**src/logic/clf_pkg.sv**
```systemverilog
// Package of constants shared by the clock loop filter and monitor divider.
// Summary of operation
// - Divider and stage controls form one 12-bit word, divider bits on top.
// - Below nominal subtract 32, 8 or 1 according to the error band.
// - Above nominal add 1, 8 or 32 according to the error band.
// - Overflow or underflow gives divider A-F, treated exactly like 9.
// - Recovery uses ordinary subtraction steps; divider A-F settling is acceptable.
// - Filter-stable is asserted while error is within five percent.
// - Slow-crystal bit set selects reduced amplifier gain, clear selects megahertz gain.
// - Crystal amplifier on only with generator enable and crystal-enable both set.
// - External input path on whenever generator enable is set, else port function.
// - When enabled the monitor checks both clocks for activity.
// - External reference from external clock; internal from base clock, but from external clock while slow bit set and not yet stable.
// - External reference at most half base clock, internal at most half external.
// - Both clocks always divided by four; long divider on one, by slow bit.
// - Long divider divides by 4096 and doubles as stabilization timer.
// - Long divider held in reset whenever generator enable is clear.
// - Before stable, divider counts external clock; tap 16 or 4096 by crystal mode.
// - Falling edge of stabilization clock sets the external-stable flag.
// - Once stable, the long divider returns to reference dividing.
// - Stable flag cleared by inactivity returns divider to timer operation.
// - Generator enable equals generator-on bit and not generator stop.
// - Stable flag cleared when generator enable clear or inactivity flag set.
package clf_pkg;
  localparam int CTRL_W = 12;
  localparam int DIV_W = 4;
  localparam int STG_W = 8;
  localparam logic [11:0] CTRL_RESET = 12'h800;
  localparam logic [3:0] DIV_SLOWEST = 4'h9;
  localparam logic [11:0] STEP_BIG = 12'h020;
  localparam logic [11:0] STEP_MID = 12'h008;
  localparam logic [11:0] STEP_ONE = 12'h001;
  localparam int LONG_DIV_W = 12;
  localparam int SHORT_DIV_W = 2;
  localparam int STAB_SHORT_BIT = 3;
  localparam int STAB_LONG_BIT = 11;
  // Comparator band codes, one per row of the correction table.
  typedef enum logic [2:0] {
    CLF_BAND_LO_BIG, CLF_BAND_LO_MID, CLF_BAND_LO_ONE,
    CLF_BAND_HI_ONE, CLF_BAND_HI_MID, CLF_BAND_HI_BIG
  } clf_band_t;
endpackage

```
**src/logic/clf_edge_if.sv**
```systemverilog
// Interface carrying the synchronised sampled clocks and their edges.
interface clf_edge_if;
  logic ext_lvl;
  logic base_lvl;
  logic ext_fall;
  logic base_fall;
  modport src (output ext_lvl, base_lvl, ext_fall, base_fall);
  modport dst (input ext_lvl, base_lvl, ext_fall, base_fall);
endinterface

```
**src/logic/clf_top.sv**
```systemverilog
// Loop filter, external generator enables and monitor reference divider.
module clf_top #(
  parameter int LONG_W = clf_pkg::LONG_DIV_W // Long divider width.
) (
  input wire logic MCLK, // 20 MHz system clock.
  input wire logic SYS_RST, // Synchronous reset, active high.
  input wire logic CMP_DONE, // One-cycle pulse, comparison finished.
  input wire logic [2:0] CMP_BAND, // Comparator band code.
  input wire logic EXT_GEN_ON_BIT, // External generator on control bit.
  input wire logic GENERATOR_STOP, // Generator stop signal.
  input wire logic CRYSTAL_MODE_EN, // Crystal enable configuration bit.
  input wire logic SLOW_CRYSTAL_SEL, // Slow crystal configuration bit.
  input wire logic MONITOR_ON_BIT, // Clock monitor enable.
  input wire logic EXT_INACTIVE_FLAG, // External inactivity indicator.
  input wire logic EXTERNAL_CLOCK, // External clock, asynchronous.
  input wire logic INTERNAL_BASE_CLOCK, // Base clock, asynchronous.
  output logic [3:0] OSC_DIVIDER_CTRL, // Effective divider control.
  output logic [7:0] OSC_STAGE_CTRL, // Stage control.
  output logic [11:0] CTRL_WORD, // Raw filter word.
  output logic FILTER_STABLE, // Error within five percent.
  output logic EXT_GEN_ENABLE, // External generator enable.
  output logic AMP_ENABLE, // Crystal amplifier enable.
  output logic AMP_LOW_GAIN, // Reduced amplifier gain.
  output logic OSC_PIN_IN_PORT, // First pin in port use.
  output logic OSC_PIN_OUT_PORT, // Second pin in port use.
  output logic EXT_PATH_ENABLE, // External input path enable.
  output logic MONITOR_ACTIVE, // Monitor checking both clocks.
  output logic EXT_REFERENCE, // External reference clock.
  output logic INT_REFERENCE, // Internal reference clock.
  output logic EXT_STABILIZE_CLOCK, // Stabilization clock.
  output logic EXT_STABLE_FLAG // External clock stable.
);
  ////////////////////////////////////////////////////////////////////////
  clf_edge_if eg();
  clf_edge_sync u_sync (
    .mclk(MCLK),
    .sys_rst(SYS_RST),
    .ext_in(EXTERNAL_CLOCK),
    .base_in(INTERNAL_BASE_CLOCK),
    .eo(eg)
  );

  ////////////////////////////////////////////////////////////////////////
  logic [11:0] word_q;
  logic [11:0] word_d;
  logic stable_q;
  clf_pkg::clf_band_t band;
  assign band = clf_pkg::clf_band_t'(CMP_BAND);

  // Signed step chosen by band; one 12-bit add lets stage carries reach the divider.
  always_comb begin
    word_d = word_q;
    if (CMP_DONE) begin
      case (band)
        clf_pkg::CLF_BAND_LO_BIG: word_d = word_q - clf_pkg::STEP_BIG;
        clf_pkg::CLF_BAND_LO_MID: word_d = word_q - clf_pkg::STEP_MID;
        clf_pkg::CLF_BAND_LO_ONE: word_d = word_q - clf_pkg::STEP_ONE;
        clf_pkg::CLF_BAND_HI_ONE: word_d = word_q + clf_pkg::STEP_ONE;
        clf_pkg::CLF_BAND_HI_MID: word_d = word_q + clf_pkg::STEP_MID;
        clf_pkg::CLF_BAND_HI_BIG: word_d = word_q + clf_pkg::STEP_BIG;
        default: word_d = word_q;
      endcase
    end
  end

  // Word updates only on a finished comparison; wrap is left alone on purpose.
  always_ff @(posedge MCLK) begin
    if (SYS_RST) begin
      word_q <= clf_pkg::CTRL_RESET;
    end else begin
      word_q <= word_d;
    end
  end

  // Stable indication follows the latest comparison result.
  always_ff @(posedge MCLK) begin
    if (SYS_RST) begin
      stable_q <= 1'b0;
    end else if (CMP_DONE) begin
      stable_q <= (band == clf_pkg::CLF_BAND_LO_ONE) || (band == clf_pkg::CLF_BAND_HI_ONE);
    end
  end

  // Divider codes A through F are folded onto the slowest setting.
  always_comb begin
    OSC_DIVIDER_CTRL = word_q[11:8];
    if (word_q[11:8] > clf_pkg::DIV_SLOWEST) begin
      OSC_DIVIDER_CTRL = clf_pkg::DIV_SLOWEST;
    end
  end
  assign OSC_STAGE_CTRL = word_q[7:0];
  assign CTRL_WORD = word_q;
  assign FILTER_STABLE = stable_q;

  ////////////////////////////////////////////////////////////////////////
  logic gen_en;
  assign gen_en = EXT_GEN_ON_BIT & ~GENERATOR_STOP;
  assign EXT_GEN_ENABLE = gen_en;
  assign AMP_ENABLE = gen_en & CRYSTAL_MODE_EN;
  assign OSC_PIN_OUT_PORT = ~(gen_en & CRYSTAL_MODE_EN);
  assign EXT_PATH_ENABLE = gen_en;
  assign OSC_PIN_IN_PORT = ~gen_en;
  assign AMP_LOW_GAIN = SLOW_CRYSTAL_SEL;
  assign MONITOR_ACTIVE = MONITOR_ON_BIT & gen_en;

  ////////////////////////////////////////////////////////////////////////
  logic [LONG_W-1:0] long_q;
  logic [1:0] ext4_q;
  logic [1:0] base4_q;
  logic ext_stable_q;
  logic stab_q;
  logic long_tick;
  logic stab_tap;
  logic ext_ref_q;
  logic int_ref_q;
  // Timer counts the external clock before stable; after, the path chosen by slow bit.
  assign long_tick = ~ext_stable_q ? eg.ext_fall
                   : (SLOW_CRYSTAL_SEL ? eg.base_fall : eg.ext_fall);

  // Long divider cleared while generator enable is low.
  always_ff @(posedge MCLK) begin
    if (SYS_RST || !gen_en) begin
      long_q <= '0;
    end else if (long_tick) begin
      long_q <= long_q + 1'b1;
    end
  end

  // Divide-by-four stages always run on both clocks.
  always_ff @(posedge MCLK) begin
    if (SYS_RST) begin
      ext4_q <= 2'h0;
      base4_q <= 2'h0;
    end else begin
      if (eg.ext_fall) ext4_q <= ext4_q + 2'h1;
      if (eg.base_fall) base4_q <= base4_q + 2'h1;
    end
  end

  // Stabilization tap: bit for 16 or 4096 counts.
  assign stab_tap = CRYSTAL_MODE_EN ? long_q[clf_pkg::STAB_LONG_BIT]
                                    : long_q[clf_pkg::STAB_SHORT_BIT];

  // Falling tap sets the flag; clear conditions override.
  always_ff @(posedge MCLK) begin
    if (SYS_RST || !gen_en) begin
      stab_q <= 1'b0;
      ext_stable_q <= 1'b0;
    end else begin
      stab_q <= stab_tap;
      if (EXT_INACTIVE_FLAG) begin
        ext_stable_q <= 1'b0;
      end else if (stab_q && !stab_tap) begin
        ext_stable_q <= 1'b1;
      end
    end
  end

  // References: long divider on the path picked by the slow bit.
  always_ff @(posedge MCLK) begin
    if (SYS_RST) begin
      ext_ref_q <= 1'b0;
      int_ref_q <= 1'b0;
    end else begin
      ext_ref_q <= SLOW_CRYSTAL_SEL ? ext4_q[1] : long_q[LONG_W-1];
      int_ref_q <= SLOW_CRYSTAL_SEL ? long_q[LONG_W-1] : base4_q[1];
    end
  end
  assign EXT_REFERENCE = ext_ref_q;
  assign INT_REFERENCE = int_ref_q;
  assign EXT_STABILIZE_CLOCK = stab_q;
  assign EXT_STABLE_FLAG = ext_stable_q;

  ////////////////////////////////////////////////////////////////////////
  // Checks on the filter, the enables and the monitor divider.
  hold_word_a: assert property (@(posedge MCLK) disable iff (SYS_RST)
    !CMP_DONE |=> $stable(word_q)) else $error("word moved without comparison");
  big_down_a: assert property (@(posedge MCLK) disable iff (SYS_RST)
    CMP_DONE && band == clf_pkg::CLF_BAND_LO_BIG |=> word_q == $past(word_q) - 12'h020)
    else $error("big down step wrong");
  mid_up_a: assert property (@(posedge MCLK) disable iff (SYS_RST)
    CMP_DONE && band == clf_pkg::CLF_BAND_HI_MID |=> word_q == $past(word_q) + 12'h008)
    else $error("mid up step wrong");
  div_fold_a: assert property (@(posedge MCLK) disable iff (SYS_RST)
    word_q[11:8] > 4'h9 |-> OSC_DIVIDER_CTRL == 4'h9) else $error("divider not folded");
  stable_band_a: assert property (@(posedge MCLK) disable iff (SYS_RST)
    CMP_DONE && band == clf_pkg::CLF_BAND_LO_BIG |=> !FILTER_STABLE)
    else $error("stable at large error");
  amp_gate_a: assert property (@(posedge MCLK) disable iff (SYS_RST)
    AMP_ENABLE == (EXT_GEN_ON_BIT && !GENERATOR_STOP && CRYSTAL_MODE_EN))
    else $error("amplifier enable wrong");
  div_reset_a: assert property (@(posedge MCLK) disable iff (SYS_RST)
    !gen_en |=> long_q == '0 && !EXT_STABLE_FLAG) else $error("divider not held");
  inact_clear_a: assert property (@(posedge MCLK) disable iff (SYS_RST)
    EXT_INACTIVE_FLAG |=> !EXT_STABLE_FLAG) else $error("stable kept on inactivity");
  stable_rise_a: assert property (@(posedge MCLK) disable iff (SYS_RST)
    $rose(ext_stable_q) |-> $past(stab_q) && !$past(stab_tap))
    else $error("stable rose without tap fall");
  flag_set_c: cover property (@(posedge MCLK) disable iff (SYS_RST) $rose(EXT_STABLE_FLAG));
  fold_c: cover property (@(posedge MCLK) disable iff (SYS_RST) word_q[11:8] > 4'h9);
  filt_c: cover property (@(posedge MCLK) disable iff (SYS_RST) $rose(FILTER_STABLE));
  relapse_c: cover property (@(posedge MCLK) disable iff (SYS_RST) $fell(EXT_STABLE_FLAG));
endmodule // clf_top

```
**src/logic/clf_edge_sync.sv**
```systemverilog
// Two-stage synchroniser and falling-edge detector for the sampled clocks.
module clf_edge_sync (
  input wire logic mclk, // System clock.
  input wire logic sys_rst, // Synchronous reset, active high.
  input wire logic ext_in, // External clock from the pin path.
  input wire logic base_in, // Base clock from the oscillator.
  clf_edge_if.src eo // Synchronised levels and edges.
);
  logic [1:0] ext_s_q;
  logic [1:0] base_s_q;
  logic ext_d3_q;
  logic base_d3_q;
  // The first stage feeds only the second; edges use later stages.
  always_ff @(posedge mclk) begin
    if (sys_rst) begin
      ext_s_q <= 2'h0;
      base_s_q <= 2'h0;
      ext_d3_q <= 1'b0;
      base_d3_q <= 1'b0;
    end else begin
      ext_s_q <= {ext_s_q[0], ext_in};
      base_s_q <= {base_s_q[0], base_in};
      ext_d3_q <= ext_s_q[1];
      base_d3_q <= base_s_q[1];
    end
  end
  assign eo.ext_lvl = ext_s_q[1];
  assign eo.base_lvl = base_s_q[1];
  assign eo.ext_fall = ext_d3_q & ~ext_s_q[1];
  assign eo.base_fall = base_d3_q & ~base_s_q[1];
endmodule // clf_edge_sync

```
**config.mk**
```make
export PLATFORM = sky130hd
export DESIGN_NAME = clf_top
export DESIGN_NICKNAME = d
export VERILOG_FILES = /design/src/logic/clf_pkg.sv /design/src/logic/clf_edge_if.sv /design/src/logic/clf_top.sv /design/src/logic/clf_edge_sync.sv
export SDC_FILE = /design/constraint.sdc
export NUM_CORES = 1
export LEC_CHECK = 0
export ABC_CLOCK_PERIOD_IN_PS = 2300
export BUFFER_PORTS_ARGS = -buffer_cell sky130_fd_sc_hd__clkbuf_2
export CAP_MARGIN = 20
export CORE_UTILIZATION = 51
export DETAILED_ROUTE_END_ITERATION = 16
export GPL_TIMING_DRIVEN = 0
export PLACE_DENSITY = 0.89
export SETUP_SLACK_MARGIN = 0.1
export SYNTH_ARGS = -nofsm -noshare
export SYNTH_HDL_FRONTEND = slang
export SYNTH_SLANG_ARGS = --single-unit
```
**constraint.sdc**
```tcl
create_clock -name MCLK -period 2.3 [get_ports MCLK]
set_input_delay 0 -clock MCLK [delete_from_list [all_inputs] [get_ports MCLK]]
set_output_delay 0 -clock MCLK [all_outputs]
set_load 0.05 [all_outputs]
```
==> flow_summary.toml, run 1 <==
[outcome]
outcome = "finished, final reports clean"

[power]
p_switching_uw = 852
combPwrFrac_pct = 44.3
p_leak_uw = 0.00142
pwr-share-clk_pct = 20.8
p_int_uw = 1290
netSwitchingFraction_pct = 39.8
p_seq_share_pct = 34.9
irDropWorstVdd_v = 0.000363
power_density_nw_per_um2 = 647

[clock_tree]
cts.path.max_buffers = 2
cts_sinks = 39
cts-root-buf = "clkbuf_8"
cts_tree = "yes"
numCtsBuffers = 5
clk_pin_slew_ps = 80
h-tree-depth = 2
clk_latency_ps = 290
post_cts_buffers = 0

[drt]
first_pass_iters = 4
antenna_left = 0
drt-initial-drc-count = 136
vias = 2579
postRouteWirelength_mm = 6.42
wire_per_inst_microns = 14.1
drc = 0
via_per_inst = 5.64

[yosys]
synthTopCellsByArea = "dfxtp_1 28%, ha_1 11%, xnor2_1 5.9%, nor2_1 4.4%, xor2_1 4.4%"
synth_cell_type_count = 56
postSynthCellCount = 331
synth.top_cell.area_share_pct = 27.8
synth_edf_count = 0
syn_area_sq_um = 2810
synth-seq-cells = 39
ys.flop_type = "dfxtp_1"
yosys.area.top_type = "dfxtp_1"
syn_nets = 372
ys.warnings.count = 0
async_flop_share_pct = 0
ys_seq_area_share_pct = 27.8
avgSynthCellArea_sq_um = 8.48

[setup_path]
cp_cell_sequence = "fa_2, a211o_1, a211o_1, a31oi_2, mux2i_1, a31oi_1, a31oi_1"
start_kind = "flip-flop"
r2r_slack_ps = 200
worstReg2RegStart = "CTRL_WORD[5]"
crit_type = "flip-flop to flip-flop"
arrival_ps = 2280
crit_path_end_kind = "flip-flop"
cpMaxStageDelayCell = "fa_2"
startpoint = "CTRL_WORD[5]"
crit_fanout = 10
cp.required_ps = 2480
worst_r2r_path_depth = 7
r2r_end = "CTRL_WORD[11]"
cpPeakStageDelay_ps = 430

[worst_hold_path]
hold_depth = 3
whs_endpoint = "EXT_STABILIZE_CLOCK"
holdCritPathClass = "input port to flip-flop"
hp-start = "CRYSTAL_MODE_EN"

[timing]
clock_skew_ps = 10.4
slew_headroom_pct = 65.0
tightest_slew_ps = 526
setup_slack_ps = 200
hold_viol_final = 0
final.setup.tns_ps = 0
slew_viol_final = 0
holdWs_ps = 15.4
setup_violations = 0
finalCritPeriodShare_pct = 91.3
rsz0062_at_grt = "true"
clock.fmax_mhz = 476
min_period_ps = 2100

[floorplanning]
fp.dieH_microns = 76.2
io_pins = 50
die_x_microns = 76.2
rows = 26
core-area_sq_um = 5200
start_util_pct = 53.9
die_area_sq_um = 5800

[layout]
layout-drive-gt1-share_pct = 23.5
final_cells = 457
areaGrowthSynthToFinish_pct = 18.0
n_fill_cell = 432
final_area_sq_um = 3310
nets = 427
num_antenna_cells = 0

[place]
dp_cells = 446
place_ws_ps = -248
hpwl_mm = 4.97
portBuffers = 45
place_area_sq_um = 3140
place_congestion = 0.920

[global_routing]
antenna_found_initial = 0
track_usage_pct = 22.7
grt_max_degree = 13
grt_overflow = 0
grt_pass1_wl_mm = 10.8
grt_pass1_vias = 2505

[run]
drv_cap = 0
-- cells by family (layout without fill, tap and decap cells) --
kind of cell	Yosys count	in the layout	share of synthesized area, %
adders and majority gates	27	27	12.8
xor gates and xnor gates	33	33	10.3
and+or+nand+nor	108	108	18.7
muxes	6	6	2.32
AOI/OAI and AO/OA	88	88	22.1
DFF	39	39	27.8
buffers and inverters	30	86	5.93
-- metrics by stage --
stage               util, %  total power [uW]
CTS                    62.6              2120
detailed placement     60.3              1670
floorplan                 -              1490
finish                 63.6              2140
global placement       60.3              1640
global route           63.6              2260
-- power by group through the flow --
stage / sequential (uW) / combinational, uW / clock (uW)
global route: 753 / 1030 / 479
global placement: 762 / 880 / 0
detailed placement: 762 / 908 / 0
floorplan: 822 / 667 / 0
CTS: 748 / 919 / 450
finish: 748 / 950 / 446
-- worst max-delay path: cells and delay by family (launching register included) --
kind / cells / cell delay [ps]
compound gates: 5 / 1060
fa+ha+maj: 1 / 430
flops: 1 / 400
mux: 1 / 100
-- how the worst max path moves through the flow --
stage	depth (start not counted)	slack [ps]	to
2_1_floorplan	11	100	CTRL_WORD[10]
3_3_place_gp	11	-120	CTRL_WORD[9]
3_5_place_dp	11	-250	CTRL_WORD[7]
4_1_cts	11	120	CTRL_WORD[7]
5_1_grt	7	70	CTRL_WORD[10]
6_report	7	200	CTRL_WORD[11]
-- Yosys cell counts (all sizes together) (4+ instances only) --
| master | n |
|---|---|
| and3 | 4 |
| buf | 14 |
| a211oi | 8 |
| a211o | 4 |
| o21a | 5 |
| dfxtp | 39 |
| nor2b | 11 |
| xor2 | 14 |
| mux2i | 5 |
| a31oi | 5 |
| a21oi | 22 |
| xnor2 | 19 |
| or3 | 5 |
| clkbuf | 7 |
| nor2 | 33 |
| nand3 | 7 |
| a21o | 5 |
| nor3 | 6 |
| o21ai | 12 |
| nand2 | 28 |
| inv | 9 |
| ha | 24 |
-- per-layer routing --
metal  wire length, microns  share of wire, %  GRT usage (%)
met4                    111               1.7           9.04
met5                      0                 0              0
met3                    381               5.9           4.91
met1                   2750                43           26.3
met2                   3180                50           40.7
-- sequential cells by signal, summed over array words and instances (netlist names) --
register and count:
EXT_STABILIZE_CLOCK 1, INT_REFERENCE 1, long_q 12, base4_q 2, u_sync.ext_s_q 2, ext4_q 2
EXT_REFERENCE 1, FILTER_STABLE 1, u_sync.base_d3_q 1, u_sync.ext_d3_q 1, EXT_STABLE_FLAG 1, CTRL_WORD 12
u_sync.base_s_q 2
-- final cells by class --
class | instances | area (sq um) | area share, %
multi-input combinational | 262 | 1920 | 58.0
sequential | 39 | 790 | 23.8
timing repair buffer | 48 | 255 | 7.71
buffer | 21 | 139 | 4.19
tap | 70 | 87.6 | 2.65
clock buffer | 6 | 72.6 | 2.19
inverter | 9 | 33.8 | 1.02
clock inverter | 2 | 12.5 | 0.378
-- placed cells by master (no fill, tap or decap), types with 4 or more instances in the layout --
cell type / Yosys / layout
nor3_1: 6 / 6
dfxtp_1: 39 / 34
nor2_1: 33 / 33
and3_1: 4 / 4
mux2i_1: 5 / 5
inv_1: 9 / 9
nor2b_1: 11 / 10
ha_1: 24 / 23
o21a_1: 5 / 5
nand2_1: 28 / 27
o21ai_0: 10 / 10
a21o_1: 5 / 5
clkbuf_2: 0 / 45
clkbuf_1: 7 / 8
nand3_1: 7 / 7
dfxtp_2: 0 / 4
a211oi_1: 7 / 6
clkbuf_8: 0 / 5
buf_4: 12 / 12
a21oi_1: 22 / 21
a31oi_1: 5 / 4
a211o_1: 4 / 4
or3_1: 4 / 4
xor2_1: 14 / 14
xnor2_1: 19 / 19
-- what timing repair did --
| action | in CTS | in global routing |
|---|---|---|
| hold buffers | 3 | 0 |
| endpoints found under the setup margin | 3 | 7 |
| gates resized for setup | 2 | 11 |
| pin swaps | 0 | 1 |
| endpoints found under the hold margin | 3 | 0 |
No activity file was read; power rests on OpenSTA's default activity.
==> inputs of run 2 (changes only) <==
==> constraint.sdc (replaced) <==
create_clock -name MCLK -period 2.3 [get_ports MCLK]
set_input_delay 0.345 -clock MCLK [delete_from_list [all_inputs] [get_ports MCLK]]
set_output_delay 0.345 -clock MCLK [all_outputs]
set_load 0.05 [all_outputs]
==> flow_summary.toml, run 2 (same netlist as run 1, synthesis figures left out) <==
[place]
place_congestion = 0.885
portBuffers = 45
hpwl_mm = 5.00
dp_cells = 446

[floorplanning]
start_util_pct = 53.9
die_area_sq_um = 5800
die_x_microns = 76.2
fp.dieH_microns = 76.2
io_pins = 50
core-area_sq_um = 5200
rows = 26

[setup_path]
crit_type = "input port to flip-flop"
worstReg2RegStart = "CTRL_WORD[0]"
cpMaxStageDelayCell = "ha_1"
r2r_slack_ps = 90
cpMostUsedCell = "buf_4"
r2r_end = "CTRL_WORD[6]"
worstSetupEndpoint = "CTRL_WORD[6]"
startpoint = "CMP_BAND[1]"
cpPeakStageDelay_ps = 360
crit_path_end_kind = "flip-flop"
worst_r2r_path_depth = 9
cp_cell_sequence = "buf_12, nor2b_4, buf_8, nand2_8, buf_4, ha_1, o211ai_1, o21ai_2, buf_4, buf_4, xnor2_1, nor2_1, a221oi_1, a211oi_1"
cp.required_ps = 2450
crit_fanout = 6
arrival_ps = 2420
start_kind = "input port"

[layout]
final_cells = 476
num_antenna_cells = 0
final_util_pct = 69.2
layout_common_cells = "45 x clkbuf_2, 35 x dfxtp_1, 33 x nor2_1"
layout_commonest_cell = "clkbuf_2"
nets = 446
layout-drive-gt1-share_pct = 29.8
areaGrowthSynthToFinish_pct = 28.4

[global_routing]
grt_pass1_vias = 2530
antenna_found_initial = 0
grt_max_degree = 14
grt_pass1_wl_mm = 11.4
grt_overflow = 0
track_usage_pct = 24.2

[power]
power_density_nw_per_um2 = 635
irDropWorstVdd_v = 0.000331
p_leak_uw = 0.00154

[clock_tree]
cts-root-buf = "clkbuf_8"
cts_sinks = 39
clk_pin_slew_ps = 80
hold_buffers = 0
cts.path.max_buffers = 2
numCtsBuffers = 5
h-tree-depth = 2
clk_latency_ps = 300
cts_tree = "yes"

[timing]
final.setup.tns_ps = 0
hold_viol_final = 0
clock_skew_ps = 4.01
slew_viol_final = 0
clock.fmax_mhz = 441
min_period_ps = 2270
tightest_slew_ps = 513
setup_violations = 0
holdWs_ps = 210
finalCritPeriodShare_pct = 98.7
slew_headroom_pct = 65.8
rsz0062_at_grt = "true"

[drt]
vias = 2851
via_per_inst = 5.99
first_pass_iters = 7
drt-initial-drc-count = 256
drc = 0
wire_per_inst_microns = 16.5
postRouteWirelength_mm = 7.84
antenna_left = 0

[run]
drv_cap = 0

[worst_hold_path]
holdCritPathClass = "input port to flip-flop"

[outcome]
outcome = "finished, final reports clean"
run 2: cell count changes in the layout (fill, tap and decap cells not counted), sizes merged:
| cell | before | now |
|---|---|---|
| dlygate4sd3 | 3 | 0 |
| nand2 | 28 | 29 |
| clkinvlp | 1 | 2 |
| buf | 14 | 34 |
run 2: routing by layer:
layer | GRT usage (%) | vias up | routed length [microns]
met5 | 0 | - | 0
li1 | - | 1334 | -
met1 | 30.6 | 1338 | 3060
met2 | 41.5 | 151 | 3930
met4 | 8.27 | 0 | 210
met3 | 4.31 | 28 | 635
run 2: how the worst min path moves through the flow:
stage                                   from                  to  cells after the start
after floorplan           u_sync.base_s_q[0]  u_sync.base_s_q[1]                      1
after global placement    u_sync.base_s_q[0]  u_sync.base_s_q[1]                      1
after detailed placement  u_sync.base_s_q[0]  u_sync.base_s_q[1]                      1
after CTS                  EXT_INACTIVE_FLAG     EXT_STABLE_FLAG                      2
after global routing       EXT_INACTIVE_FLAG     EXT_STABLE_FLAG                      2
final                      EXT_INACTIVE_FLAG     EXT_STABLE_FLAG                      2
run 2: repair_timing:
action                     in CTS  in global routing
resized for setup               3                 14
pin swaps                       2                 10
gates cloned                    0                  2
setup endpoints to repair       2                  5
setup buffers                   5                 15
run 2: stage by stage:
stage               cell area [sq um]  total power (uW)  setup WS [ps]
finish                           3600              2290           30.6
global route                     3600              2390          -76.5
CTS                              3360              2170           66.3
detailed placement               3220              1690           -411
global placement                 3220              1670           -298
floorplan                        2910              1510          -90.1
run 2: area by class of cell:
cell class | instances | area, sq um
Inverter | 9 | 33.8
Fill cell | 387 | 1600
Timing Repair Buffer | 66 | 413
Tap cell | 70 | 87.6
Multi-Input combinational cell | 263 | 2030
Clock inverter | 3 | 20.0
Sequential cell | 39 | 786
Buffer | 21 | 168
Clock buffer | 5 | 68.8
run 2: power breakdown:
part           switching [uW]  leakage (uW)  internal (uW)  total, uW
combinational             621       0.00118            439       1060
sequential               49.6      0.000319            704        753
clock                     261     0.0000402            211        472
total                     932       0.00154           1350       2290
run 2: critical path, delay by kind of cell:
kind,cells,cell delay [ps]
xor gates and xnor gates,1,110
buffers and inverters,5,600
AOI/OAI and AO/OA,4,700
adders and majority gates,1,360
and+or+nand+nor,3,290
==> inputs of run 3 (changes only) <==
--- a/config.mk
+++ b/config.mk
@@ -6,7 +6,7 @@
 export NUM_CORES = 1
 export LEC_CHECK = 0
 export ABC_CLOCK_PERIOD_IN_PS = 2300
-export BUFFER_PORTS_ARGS = -buffer_cell sky130_fd_sc_hd__clkbuf_2
+export BUFFER_PORTS_ARGS = -buffer_cell sky130_fd_sc_hd__buf_2
 export CAP_MARGIN = 20
 export CORE_UTILIZATION = 51
 export DETAILED_ROUTE_END_ITERATION = 16
==> flow_summary.toml, run 3 (same netlist as run 1, synthesis figures left out) <==
[worst_hold_path]
holdCritPathClass = "input port to flip-flop"

[global_routing]
antenna_found_initial = 0
grt_pass1_wl_mm = 11.4
grt_max_degree = 13
grt_pass1_vias = 2534
grt_overflow = 0
track_usage_pct = 24.1

[setup_path]
start_kind = "input port"
startpoint = "CMP_BAND[1]"
cpMostUsedCell = "a211o_1"
worstSetupEndpoint = "CTRL_WORD[11]"
critPathBufInv = 1
cp_cell_sequence = "buf_12, nand3b_1, fa_2, a211o_1, a211o_1, nand2_1, xor2_1, a2bb2oi_1, a31oi_1"
arrival_ps = 2420
crit_type = "input port to flip-flop"
cpPeakStageDelay_ps = 440
r2r_slack_ps = 110
crit_fanout = 7
r2r_end = "CTRL_WORD[11]"
worstReg2RegStart = "CTRL_WORD[5]"
critPathTopFamily = "compound AO/OA/AOI/OAI gates"
worst_r2r_path_depth = 7
cpMaxStageDelayCell = "fa_2"
cp.required_ps = 2480
crit_cells = 9
crit_path_end_kind = "flip-flop"

[power]
power_density_nw_per_um2 = 688
irDropWorstVdd_v = 0.000483
p_leak_uw = 0.00157

[floorplanning]
core-area_sq_um = 5200
rows = 26
io_pins = 50
fp.dieH_microns = 76.2
die_x_microns = 76.2
die_area_sq_um = 5800
start_util_pct = 53.9

[place]
portBuffers = 45
place_ws_ps = -367
place_area_sq_um = 3220
place_congestion = 0.877
hpwl_mm = 4.82

[drt]
route.met3.wl_microns = 565
drc = 0
wl_met1_mm = 3.02
via_per_inst = 5.83
drt-initial-drc-count = 101
first_pass_iters = 4
antenna_left = 0
top_layer_used = "met4"
wire_per_inst_microns = 15.4
vias = 2782
postRouteWirelength_mm = 7.35
wl_met2_mm = 3.53

[clock_tree]
h-tree-depth = 2
clk_latency_ps = 300
clk_pin_slew_ps = 80
cts.path.max_buffers = 2
cts_sinks = 39
cts_tree = "yes"
cts-root-buf = "clkbuf_8"
hold_buffers = 0
numCtsBuffers = 5

[timing]
clock.fmax_mhz = 448
hold_viol_final = 0
slew_viol_final = 0
min_period_ps = 2230
setup_slack_ps = 68.6
finalCritPeriodShare_pct = 97.0
holdWs_ps = 205
final.setup.tns_ps = 0
rsz0062_at_grt = "true"
setup_violations = 0
tightest_slew_ps = 524
slew_headroom_pct = 65.0
clock_skew_ps = 6.32

[layout]
layout_common_cells = "45 x buf_2, 36 x dfxtp_1, 33 x nor2_1"
num_antenna_cells = 0
layout_commonest_cell = "buf_2"
areaGrowthSynthToFinish_pct = 29.3
nets = 447
layout-drive-gt1-share_pct = 30.2
final_area_sq_um = 3630
final_util_pct = 69.7

[outcome]
outcome = "finished, final reports clean"

[run]
drv_cap = 0
==> run 3: changes by cell type in the layout (fill, tap and decap cells not counted), moves of 2 or more <==
cell        previous run  this run
buf_2                  0        45
bufinv_16              0         2
clkbuf_2              45         0
ha_4                   6         4
buf_4                 29        32
a21oi_2                1         4
clkinvlp_4             2         0
a21oi_1               21        18
==> run 3: layout make-up <==
type / count / area [sq um]
Buffer: 21 / 168
Multi-Input combinational cell: 262 / 2020
Inverter: 9 / 33.8
Clock inverter: 2 / 60.1
Timing Repair Buffer: 68 / 405
Sequential cell: 39 / 785
Clock buffer: 6 / 72.6
Fill cell: 378 / 1580
Tap cell: 70 / 87.6
==> run 3: worst min-delay path by stage <==
stage | startpoint | endpoint | depth (start not counted)
after floorplan | u_sync.base_s_q[0] | u_sync.base_s_q[1] | 1
after CTS | EXT_INACTIVE_FLAG | EXT_STABLE_FLAG | 2
after global placement | u_sync.base_s_q[0] | u_sync.base_s_q[1] | 1
after global routing | EXT_INACTIVE_FLAG | EXT_STABLE_FLAG | 2
after detailed placement | u_sync.base_s_q[0] | u_sync.base_s_q[1] | 1
final | EXT_INACTIVE_FLAG | EXT_STABLE_FLAG | 2
==> run 3: worst register-to-register path: cells and delay by family, from the launching register on <==
family,cells,cell delay [ps]
compound gates,4,970
xor+xnor,1,150
flops,1,410
fa+ha+maj,1,440
simple gates,1,110
==> run 3: metal layers <==
| metal | up-vias | GRT usage, % |
|---|---|---|
| met5 | - | 0 |
| met4 | 0 | 11.0 |
| met3 | 22 | 3.71 |
| met2 | 129 | 40.6 |
| met1 | 1298 | 30.4 |
| li1 | 1333 | - |
==> run 3: stage by stage <==
stage               total power (uW)  std cells
floorplan                       1510        331
global placement                1670        446
detailed placement              1690        446
CTS                             2380        458
global route                    2600        477
finish                          2500        477
==> run 3: power by group <==
group          internal (uW)  total, uW  switching, uW
registers                703        752           48.4
clock network            434        685            251
logic                    443       1060            616
total                   1580       2500            915
==> run 3: timing repair <==
action / 4_1_cts / 5_1_grt
resized for setup: 3 / 20
endpoints found under the setup margin: 2 / 3
buffers inserted: 4 / 19
pin swaps: 3 / 18
